**src/brc_pkg.sv**
```systemverilog
// package for the boot, reset and pin-monitor block
// assumes a 100 MHz system clock and no register bus
package brc_pkg;
    localparam int unsigned CLK_PERIOD_NS    = 10;
    localparam int unsigned GASP_DEADLINE_MS = 75;
    localparam int unsigned GASP_DEADLINE_CYC =
        (GASP_DEADLINE_MS * 1000000) / CLK_PERIOD_NS;
    localparam int unsigned GASP_CNT_W       = 23;
    localparam int unsigned DSM_W            = 12;
    localparam logic [11:0] DSM_TUNE_RESET   = 12'h800;
    localparam logic [2:0]  SYNC_RESET       = 3'h7;
    localparam logic        SYNC_LOW_RESET   = 1'b0;
    localparam int unsigned N_SYNC           = 6;
    // cycles after reset before synchronised pins are valid
    localparam int unsigned SYNC_FILL_CYC    = 4;
    localparam int unsigned IDX_RST          = 0;
    localparam int unsigned IDX_DEF          = 1;
    localparam int unsigned IDX_GASP         = 2;
    localparam int unsigned IDX_WAKE         = 3;
    localparam int unsigned IDX_IRQ0         = 4;
    localparam int unsigned IDX_IRQ1         = 5;

    typedef enum logic [2:0] {
        BRC_BOOT_ROM   = 3'h1,
        BRC_BOOT_FLASH = 3'h2,
        BRC_BOOT_PROG  = 3'h4
    } brc_boot_t;

    typedef enum logic [3:0] {
        BRC_ST_RESET = 4'h1,
        BRC_ST_RUN   = 4'h2,
        BRC_ST_GASP  = 4'h4,
        BRC_ST_DEAD  = 4'h8
    } brc_state_t;

    typedef struct packed {
        logic defaults_req;
        logic gasp_active;
        logic gasp_expired;
        logic wake_req;
        logic irq0_req;
        logic irq1_req;
    } brc_events_t;
endpackage

```
**src/brc_sync.sv**
```systemverilog
// three-stage pin synchroniser with agreement filter
// assumes the pin is asynchronous to i_clk_sys
`timescale 1ns/100ps
module brc_sync
    import brc_pkg::*;
(
    input  wire logic i_clk_sys,
    input  wire logic i_rst_b,
    input  wire logic i_pin,
    output logic      o_level
);
    logic [2:0] stage_reg;
    logic       level_reg;
    logic       agree;

    assign agree = (stage_reg[1] == stage_reg[2]);

    // only stage 1 reads stage 0
    always_ff @(posedge i_clk_sys) begin
        if (!i_rst_b) begin
            stage_reg <= SYNC_RESET;
            level_reg <= 1'b1;
        end else begin
            stage_reg <= {stage_reg[1:0], i_pin};
            if (agree)
                level_reg <= stage_reg[2];
        end
    end

    assign o_level = level_reg;
endmodule

```
**src/brc_tune_dsm.sv**
```systemverilog
// first-order delta-sigma modulator for the oscillator tune output
// assumes a filter on the board integrates the bit stream
`timescale 1ns/100ps
module brc_tune_dsm
    import brc_pkg::*;
(
    input  wire logic             i_clk_sys,
    input  wire logic             i_rst_b,
    input  wire logic [DSM_W-1:0] i_level,
    output logic                  o_bit
);
    logic [DSM_W:0] acc_reg;
    logic [DSM_W:0] acc_next;
    logic           bit_reg;

    assign acc_next = {1'b0, acc_reg[DSM_W-1:0]} + {1'b0, i_level};

    always_ff @(posedge i_clk_sys) begin
        if (!i_rst_b) begin
            acc_reg <= '0;
            bit_reg <= 1'b0;
        end else begin
            acc_reg <= acc_next;
            bit_reg <= acc_next[DSM_W];
        end
    end

    assign o_bit = bit_reg;
endmodule

```
**src/brc_boot_reset_control.sv**
```systemverilog
// boot-source latch, reset and pin monitor top module
// assumes pins arrive asynchronously; i_rst_b is the power-on reset
`timescale 1ns/100ps
// Functional notes
// reference clock comes from an external tuned crystal oscillator
// drive oversampled bit stream as oscillator tune voltage
// floating boot input selects internal ROM boot
// boot input pulled to ground selects external flash boot
// boot input high at power-up starts flash programming mode
// low hard reset input resets whole device
// low restore input requests factory default settings
// power-loss high starts shutdown, must finish within 75 ms
// drive front-end reset low to reset front end, power down driver
// low front-end wake input is a wake request
// either low serial interrupt input requests service
// sample boot level once at reset release, hold until reset
// synchronise reset, restore, power-loss, wake inputs before use
module brc_boot_reset_control
    import brc_pkg::*;
#(
    parameter int unsigned GASP_LIMIT = GASP_DEADLINE_CYC
)
(
    input  wire logic             i_clk_sys,
    input  wire logic             i_rst_b,
    input  wire logic             i_hard_reset_n,
    input  wire logic             i_boot_driven,
    input  wire logic             i_boot_level,
    input  wire logic             i_restore_defaults_n,
    input  wire logic             i_power_loss,
    input  wire logic             i_frontend_wake_n,
    input  wire logic             i_serial_irq0_n,
    input  wire logic             i_serial_irq1_n,
    input  wire logic [DSM_W-1:0] i_tune_level,
    input  wire logic             i_shutdown_done,
    output logic                  o_osc_tune_out,
    output brc_boot_t             o_boot_source,
    output logic                  o_core_reset_n,
    output logic                  o_frontend_reset_n,
    output brc_events_t           o_events
);
    logic [N_SYNC-1:0] pin_raw;
    logic [N_SYNC-1:0] pin_sync;
    brc_state_t        state_reg;
    brc_state_t        state_next;
    brc_boot_t         boot_reg;
    brc_boot_t         boot_decoded;
    logic              rst_seen_reg;
    logic [GASP_CNT_W-1:0] gasp_cnt_reg;
    logic              core_rst_n_reg;
    logic              fe_rst_n_reg;
    brc_events_t       ev_reg;
    brc_events_t       ev_next;
    logic              hard_rst_low;
    logic              gasp_high;
    logic              gasp_timeout;
    logic              release_edge;
    logic [2:0]        boot_sync_reg;
    logic [2:0]        drv_sync_reg;
    logic              boot_lvl;
    logic              boot_drv;
    logic              boot_lvl_reg;
    logic              boot_drv_reg;
    logic              boot_agree;
    logic              drv_agree;
    logic [SYNC_FILL_CYC-1:0] fill_reg;
    logic              sync_ready;

    assign pin_raw[IDX_RST]  = i_hard_reset_n;
    assign pin_raw[IDX_DEF]  = i_restore_defaults_n;
    assign pin_raw[IDX_GASP] = ~i_power_loss;
    assign pin_raw[IDX_WAKE] = i_frontend_wake_n;
    assign pin_raw[IDX_IRQ0] = i_serial_irq0_n;
    assign pin_raw[IDX_IRQ1] = i_serial_irq1_n;

    // pins synchronised before use
    genvar g;
    generate
        for (g = 0; g < N_SYNC; g++) begin : g_sync
            brc_sync u_sync (
                .i_clk_sys (i_clk_sys),
                .i_rst_b   (i_rst_b),
                .i_pin     (pin_raw[g]),
                .o_level   (pin_sync[g])
            );
        end
    endgenerate

    // oscillator tune bit stream
    brc_tune_dsm u_dsm (
        .i_clk_sys (i_clk_sys),
        .i_rst_b   (i_rst_b),
        .i_level   (i_tune_level),
        .o_bit     (o_osc_tune_out)
    );

    function automatic brc_boot_t decode_boot(input logic drv,
                                              input logic lvl);
        if (!drv)
            decode_boot = BRC_BOOT_ROM;
        else if (lvl)
            decode_boot = BRC_BOOT_PROG;
        else
            decode_boot = BRC_BOOT_FLASH;
    endfunction

    assign hard_rst_low = ~pin_sync[IDX_RST];
    assign gasp_high    = ~pin_sync[IDX_GASP];
    assign boot_agree   = (boot_sync_reg[1] == boot_sync_reg[2]);
    assign drv_agree    = (drv_sync_reg[1] == drv_sync_reg[2]);
    assign sync_ready   = fill_reg[SYNC_FILL_CYC-1];
    assign boot_lvl     = boot_lvl_reg;
    assign boot_drv     = boot_drv_reg;
    assign boot_decoded = decode_boot(boot_drv, boot_lvl);
    // no release until every synchroniser holds a real pin value
    assign release_edge = (state_reg == BRC_ST_RESET) && sync_ready
                          && !hard_rst_low;
    assign gasp_timeout = (gasp_cnt_reg >= GASP_CNT_W'(GASP_LIMIT - 1));

    // boot strap synchronisers, taken once stages 1 and 2 agree
    always_ff @(posedge i_clk_sys) begin
        if (!i_rst_b) begin
            boot_sync_reg <= 3'h0;
            drv_sync_reg  <= 3'h0;
            boot_lvl_reg  <= 1'b0;
            boot_drv_reg  <= 1'b0;
            fill_reg      <= '0;
        end else begin
            boot_sync_reg <= {boot_sync_reg[1:0], i_boot_level};
            drv_sync_reg  <= {drv_sync_reg[1:0], i_boot_driven};
            fill_reg      <= {fill_reg[SYNC_FILL_CYC-2:0], 1'b1};
            if (boot_agree)
                boot_lvl_reg <= boot_sync_reg[2];
            if (drv_agree)
                boot_drv_reg <= drv_sync_reg[2];
        end
    end

    always_comb begin
        state_next = state_reg;
        case (state_reg)
            BRC_ST_RESET: begin
                if (sync_ready && !hard_rst_low)
                    state_next = BRC_ST_RUN;
            end
            BRC_ST_RUN: begin
                if (hard_rst_low)
                    state_next = BRC_ST_RESET;
                else if (gasp_high)
                    state_next = BRC_ST_GASP;
            end
            BRC_ST_GASP: begin
                if (hard_rst_low)
                    state_next = BRC_ST_RESET;
                else if (i_shutdown_done || gasp_timeout)
                    state_next = BRC_ST_DEAD;
            end
            BRC_ST_DEAD: begin
                if (hard_rst_low)
                    state_next = BRC_ST_RESET;
            end
            default: state_next = BRC_ST_RESET;
        endcase
    end

    always_comb begin
        ev_next.defaults_req = ~pin_sync[IDX_DEF];
        ev_next.gasp_active  = (state_next == BRC_ST_GASP);
        ev_next.gasp_expired = (state_next == BRC_ST_DEAD);
        ev_next.wake_req     = ~pin_sync[IDX_WAKE];
        ev_next.irq0_req     = ~pin_sync[IDX_IRQ0];
        ev_next.irq1_req     = ~pin_sync[IDX_IRQ1];
        if (state_next == BRC_ST_RESET)
            ev_next = '0;
    end

    always_ff @(posedge i_clk_sys) begin
        if (!i_rst_b) begin
            state_reg      <= BRC_ST_RESET;
            rst_seen_reg   <= 1'b0;
            boot_reg       <= BRC_BOOT_ROM;
            gasp_cnt_reg   <= '0;
            core_rst_n_reg <= 1'b0;
            fe_rst_n_reg   <= 1'b0;
            ev_reg         <= '0;
        end else begin
            state_reg      <= state_next;
            ev_reg         <= ev_next;
            core_rst_n_reg <= (state_next != BRC_ST_RESET);
            // front end held in reset outside run
            fe_rst_n_reg   <= (state_next == BRC_ST_RUN);
            if (state_reg == BRC_ST_GASP)
                gasp_cnt_reg <= gasp_cnt_reg + 1'b1;
            else
                gasp_cnt_reg <= '0;
            if (state_next == BRC_ST_RESET)
                rst_seen_reg <= 1'b0;
            else if (release_edge && !rst_seen_reg) begin
                boot_reg     <= boot_decoded;
                rst_seen_reg <= 1'b1;
            end
        end
    end

    assign o_boot_source      = boot_reg;
    assign o_core_reset_n     = core_rst_n_reg;
    assign o_frontend_reset_n = fe_rst_n_reg;
    assign o_events           = ev_reg;

    property p_gasp_bound;
        @(posedge i_clk_sys) disable iff (!i_rst_b)
        (state_reg == BRC_ST_GASP) |-> (gasp_cnt_reg < GASP_LIMIT);
    endproperty
    a_gasp_bound: assert property (p_gasp_bound)
        else $error("power-loss handling overran its deadline");

    property p_gasp_enter;
        @(posedge i_clk_sys) disable iff (!i_rst_b)
        (state_reg == BRC_ST_RUN && gasp_high && !hard_rst_low)
            |=> o_events.gasp_active && !o_frontend_reset_n;
    endproperty
    a_gasp_enter: assert property (p_gasp_enter)
        else $error("power loss not flagged next cycle");

    property p_reset_all;
        @(posedge i_clk_sys) disable iff (!i_rst_b)
        hard_rst_low |=> !o_core_reset_n && !o_frontend_reset_n
            && o_events == '0;
    endproperty
    a_reset_all: assert property (p_reset_all)
        else $error("hard reset did not reset the device");

    property p_fe_run;
        @(posedge i_clk_sys) disable iff (!i_rst_b)
        (state_reg == BRC_ST_RUN) |-> o_frontend_reset_n;
    endproperty
    a_fe_run: assert property (p_fe_run)
        else $error("front end held in reset while running");

    property p_boot_hold;
        @(posedge i_clk_sys) disable iff (!i_rst_b)
        (rst_seen_reg && $past(rst_seen_reg)) |-> $stable(o_boot_source);
    endproperty
    a_boot_hold: assert property (p_boot_hold)
        else $error("boot source changed without reset");

    property p_boot_take;
        @(posedge i_clk_sys) disable iff (!i_rst_b)
        (release_edge && !rst_seen_reg)
            |=> o_boot_source == $past(boot_decoded);
    endproperty
    a_boot_take: assert property (p_boot_take)
        else $error("boot source not captured at release");

    property p_defaults;
        @(posedge i_clk_sys) disable iff (!i_rst_b)
        (!pin_sync[IDX_DEF] && state_next != BRC_ST_RESET)
            |=> o_events.defaults_req;
    endproperty
    a_defaults: assert property (p_defaults)
        else $error("restore request missed");

    property p_wake_irq;
        @(posedge i_clk_sys) disable iff (!i_rst_b)
        (state_next == BRC_ST_RUN && !pin_sync[IDX_WAKE]
            && !pin_sync[IDX_IRQ0]) |=> o_events.wake_req && o_events.irq0_req;
    endproperty
    a_wake_irq: assert property (p_wake_irq)
        else $error("wake or serial request missed");

    property p_sync_wait;
        @(posedge i_clk_sys) disable iff (!i_rst_b)
        !sync_ready |=> !o_core_reset_n;
    endproperty
    a_sync_wait: assert property (p_sync_wait)
        else $error("reset released before pins were synchronised");

    property p_gasp_expire;
        @(posedge i_clk_sys) disable iff (!i_rst_b)
        (state_reg == BRC_ST_GASP && gasp_timeout && !hard_rst_low)
            |=> o_events.gasp_expired && !o_events.gasp_active;
    endproperty
    a_gasp_expire: assert property (p_gasp_expire)
        else $error("power-loss deadline did not end handling");

    property p_dead_hold;
        @(posedge i_clk_sys) disable iff (!i_rst_b)
        (state_reg == BRC_ST_DEAD && !hard_rst_low)
            |=> o_events.gasp_expired && !o_frontend_reset_n;
    endproperty
    a_dead_hold: assert property (p_dead_hold)
        else $error("expired state left without reset");

    property p_fe_idle;
        @(posedge i_clk_sys) disable iff (!i_rst_b)
        (state_reg != BRC_ST_RUN) |-> !o_frontend_reset_n;
    endproperty
    a_fe_idle: assert property (p_fe_idle)
        else $error("front end out of reset while not running");

    property p_core_run;
        @(posedge i_clk_sys) disable iff (!i_rst_b)
        (state_reg == BRC_ST_RUN) |-> o_core_reset_n;
    endproperty
    a_core_run: assert property (p_core_run)
        else $error("core held in reset while running");

    property p_irq1;
        @(posedge i_clk_sys) disable iff (!i_rst_b)
        (state_next != BRC_ST_RESET && !pin_sync[IDX_IRQ1])
            |=> o_events.irq1_req;
    endproperty
    a_irq1: assert property (p_irq1)
        else $error("second serial request missed");

    c_gasp:  cover property (@(posedge i_clk_sys) state_reg == BRC_ST_GASP);
    c_dead:  cover property (@(posedge i_clk_sys) state_reg == BRC_ST_DEAD);
    c_prog:  cover property (@(posedge i_clk_sys)
        o_boot_source == BRC_BOOT_PROG);
    c_flash: cover property (@(posedge i_clk_sys)
        o_boot_source == BRC_BOOT_FLASH);
endmodule

```
**config.mk**
```make
export PLATFORM = sky130hd
export DESIGN_NAME = brc_boot_reset_control
export DESIGN_NICKNAME = d
export VERILOG_FILES = /design/src/brc_pkg.sv /design/src/brc_sync.sv /design/src/brc_tune_dsm.sv /design/src/brc_boot_reset_control.sv
export SDC_FILE = /design/constraint.sdc
export NUM_CORES = 1
export LEC_CHECK = 0
export ABC_CLOCK_PERIOD_IN_PS = 2400
export BUFFER_PORTS_ARGS = -buffer_cell sky130_fd_sc_hd__buf_4
export CORE_ASPECT_RATIO = 2
export CORE_UTILIZATION = 54
export DETAILED_ROUTE_END_ITERATION = 16
export PLACE_DENSITY = 0.81
export SYNTH_ARGS = -nofsm -noshare
export SYNTH_HDL_FRONTEND = slang
export SYNTH_SLANG_ARGS = --single-unit
```
**constraint.sdc**
```tcl
create_clock -name i_clk_sys -period 2.4 [get_ports i_clk_sys]
set_input_delay 0.36 -clock i_clk_sys [delete_from_list [all_inputs] [get_ports i_clk_sys]]
set_output_delay 0.36 -clock i_clk_sys [all_outputs]
set_load 0.02 [all_outputs]
```
==> summary.md <==
| Metric | Value |
|---|---|
| Status | finished, final reports clean |
| Worst-path clk slew | 0.07 ns |
| Setup TNS | 0 ns |
| Yosys warns | 0 |
| CTS Hold Bufs | 0 |
| Count leader, synth | dfxtp_1 |
| Violation count after the first detailed-route iteration | 82 |
| Area growth syn-to-layout | 17.75% |
| VDD IR-drop max | 0.5623 mV |
| Final worst path period share | 84.63% |
| Least-Margin Pin Slew | 0.7482 ns |
| Dominant cells by area after synthesis | dfxtp_1 50%, nor2_1 5.4%, ha_1 4.6%, nand2b_1 4.5%, xor2_1 3.8% |
| Synth Area in Simple Gates | 23.50% |
| Worst-skew pair later-pin latency | 0.34 ns |
| Net Count, Synth | 407 |
| Slowest stage cell, crit path | fa_1 |
| Slew HR | 50.12% |
| Core Region | 6259 µm² |
| Starting Density | 55.98% |
| Largest fanout on the critical path | 3 |
| Max reg flops | 23 |
| Final nets | 445 |
| Row count | 41 |
| I/O Pins | 35 |
| Cell Area, Placed | 3827 µm² |
| CTS tree | built |
| Synth unique cells | 48 |
| Post-synth top area cell | dfxtp_1 |
| Global-route wire length before repair | 10550 µm |
| Pleak | 1.602 nW |
| Clock H-tree levels | 3 |
| Syn avg cell area | 9.469 µm² |
| Main combinational cell family by area after synthesis | simple AND/OR/NAND/NOR gates |
| Largest net degree at the start of global routing | 24 |
| Critical Path AT | 2.31 ns |
| Antenna cells | 0 |
| Max Cap Viol | 0 |
| Area share of fa/ha/maj cells after synthesis | 5.214% |
| Number of synthesized register bits | 88 |
| Fin. Hold Viols | 0 |
| Post-Syn Area | 3503 µm² |
| FILL cells | 534 |
| GRT Residual Overflow | 0 |
| Post-synthesis sequential area ratio | 50.29% |
| Final setup skew | 0.006554 ns |
| Critical Path End Type | register |
| RSZ-0062 raised after global routing | no |
| CTS root buffer | clkbuf_16 |
| Final Util | 65.91% |
| Post-route cell area | 4125 µm² |
| Top cells by count, synth | 88 x dfxtp_1, 50 x nor2_1, 25 x nand2b_1 |
| Most used DFF post-synth | dfxtp_1 |
| Post-cts resize count | 0 |
| Post-synth EDFFs | 0 |
| Max Fclk | 0.4924 GHz |
| DR pass1 iterations | 4 |
| Worst setup path class | register to register |
| Pwr dens | 847.0 nW/µm² |
| Max-slew violation count | 0 |
| Vias/cell | 5.307 |
| Top delay family on crit path | compound AO/OA/AOI/OAI gates |
| Worst endpoint required time | 2.67 ns |
| DP Wirelength | 4621 µm |
| Mux cell area share after synthesis | 0.5714% |
| Min Clock Period, post-route | 2.031 ns |
| Clock sinks | 88 |
| Final RePlAce weighted congestion | 0.8061 |
| Die area | 6833 µm² |
| Critical path, cell by cell | ha_1 -> inv_1 -> fa_1 -> nor2b_1 -> o2111ai_2 -> a21boi_2 -> o32a_1 -> mux2i_1 |
| Vias in the first global route | 2595 |
| Vias | 2648 |
| Die Wd | 58.96 µm |
| Post-CTS Setup Repair Bufs | 0 |
| Synth top area share | 50.29% |
| WP buf/inv | 1 |
| DRT antenna net count | 0 |
| Hold crit path type | input port to register |
| Cell count along the critical path | 8 |
| Die Y | 115.9 µm |
| CP peak stage delay | 0.38 ns |
| Cells after Synth | 370 |
| CTS buffer count | 9 |
| CP Launch Type | register |
| Post-Synth XOR/XNOR Area | 6.250% |
| Clock Tree Buf Depth | 2 |
| Fraction of layout cells with a size suffix above 1 | 15.50% |
| Avg WL per Cell | 12.91 µm |
| DRC | 0 |
| Final setup violation count | 0 |
| Routed Wire Length | 6442 µm |
| All-layer global routing usage | 20.74% |
| Hold Path Depth | 2 |
| R2R cell count | 8 |
| Ys async rst share | 0% |
| Antenna violations before repair | 0 |
| Synth Area in Compound Gates | 11.14% |
| PortBufs | 34 |
## cells by family (layout without fill, tap and decap cells)
group	after synthesis	in the layout
compound gates	61	61
xor+xnor	25	25
fa+ha+maj	14	14
buf+inv	24	67
flops	88	88
mux	2	2
simple gates	156	156
## layer usage
layer	track usage [%]	part of all wire, %	up-vias	routed length (µm)
met4	10.48	2.5	0	161
li1	-	-	1340	-
met3	5.804	2.1	12	136
met2	40.91	60	33	3858
met1	17.77	35	1263	2284
met5	0	0	-	0
## cell usage in the layout, fill, tap and decap left out, types with 7 or more instances in the layout
master	count
nor3_1	10
inv_1	15
dfxtp_1	88
nand2_1	20
xor2_1	15
xnor2_1	10
clkbuf_16	9
a21oi_1	19
o21ai_0	16
nand2b_1	25
nand3_1	12
nand4_1	7
ha_1	13
nor2_1	50
buf_4	35
and2_1	10
## final cells by class
cell class | instances | area, µm² | share of cell area (%)
clock buffers | 9 | 225.2 | 5.460
clock inverters | 7 | 72.57 | 1.759
inverters | 16 | 60.06 | 1.456
multi-input cells | 258 | 1635 | 39.64
flip-flops and latches | 88 | 1762 | 42.71
well taps | 86 | 107.6 | 2.608
repair buffers | 35 | 262.8 | 6.369
## worst paths after layout
| path | from | end | slack, ns |
|---|---|---|---|
| worst max-delay path | u_dsm.acc_reg[0]$_SDFF_PN0_ | u_dsm.acc_reg[10]$_SDFF_PN0_ | 0.37 |
| worst max register to register | u_dsm.acc_reg[0]$_SDFF_PN0_ | u_dsm.acc_reg[10]$_SDFF_PN0_ | 0.37 |
| worst min-delay path | i_power_loss | g_sync[2].u_sync.stage_reg[0]$_SDFF_PN1_ | 0.18 |
| worst min register to register | g_sync[3].u_sync.stage_reg[0]$_SDFF_PN1_ | g_sync[3].u_sync.stage_reg[1]$_SDFF_PN1_ | 0.41 |
## per-stage QoR
stage | setup WS [ns] | cells | total power, mW | hold WS, ns
after floorplan | 0.5423 | 370 | 2.046 | 0.3863
after global placement | 0.3248 | 483 | 2.157 | 0.3892
after detailed placement | 0.2359 | 483 | 2.176 | 0.4003
after CTS | 0.3520 | 499 | 3.531 | 0.1702
after global routing | 0.2082 | 499 | 3.666 | 0.1871
final | 0.3690 | 499 | 3.494 | 0.1770
## power breakdown
group	switching (mW)	total (mW)	internal, mW
Clock	0.610	1.34	0.733
Sequential	0.0309	1.59	1.56
Combinational	0.306	0.565	0.259
Note: power is estimated with default switching activity, not from simulation.
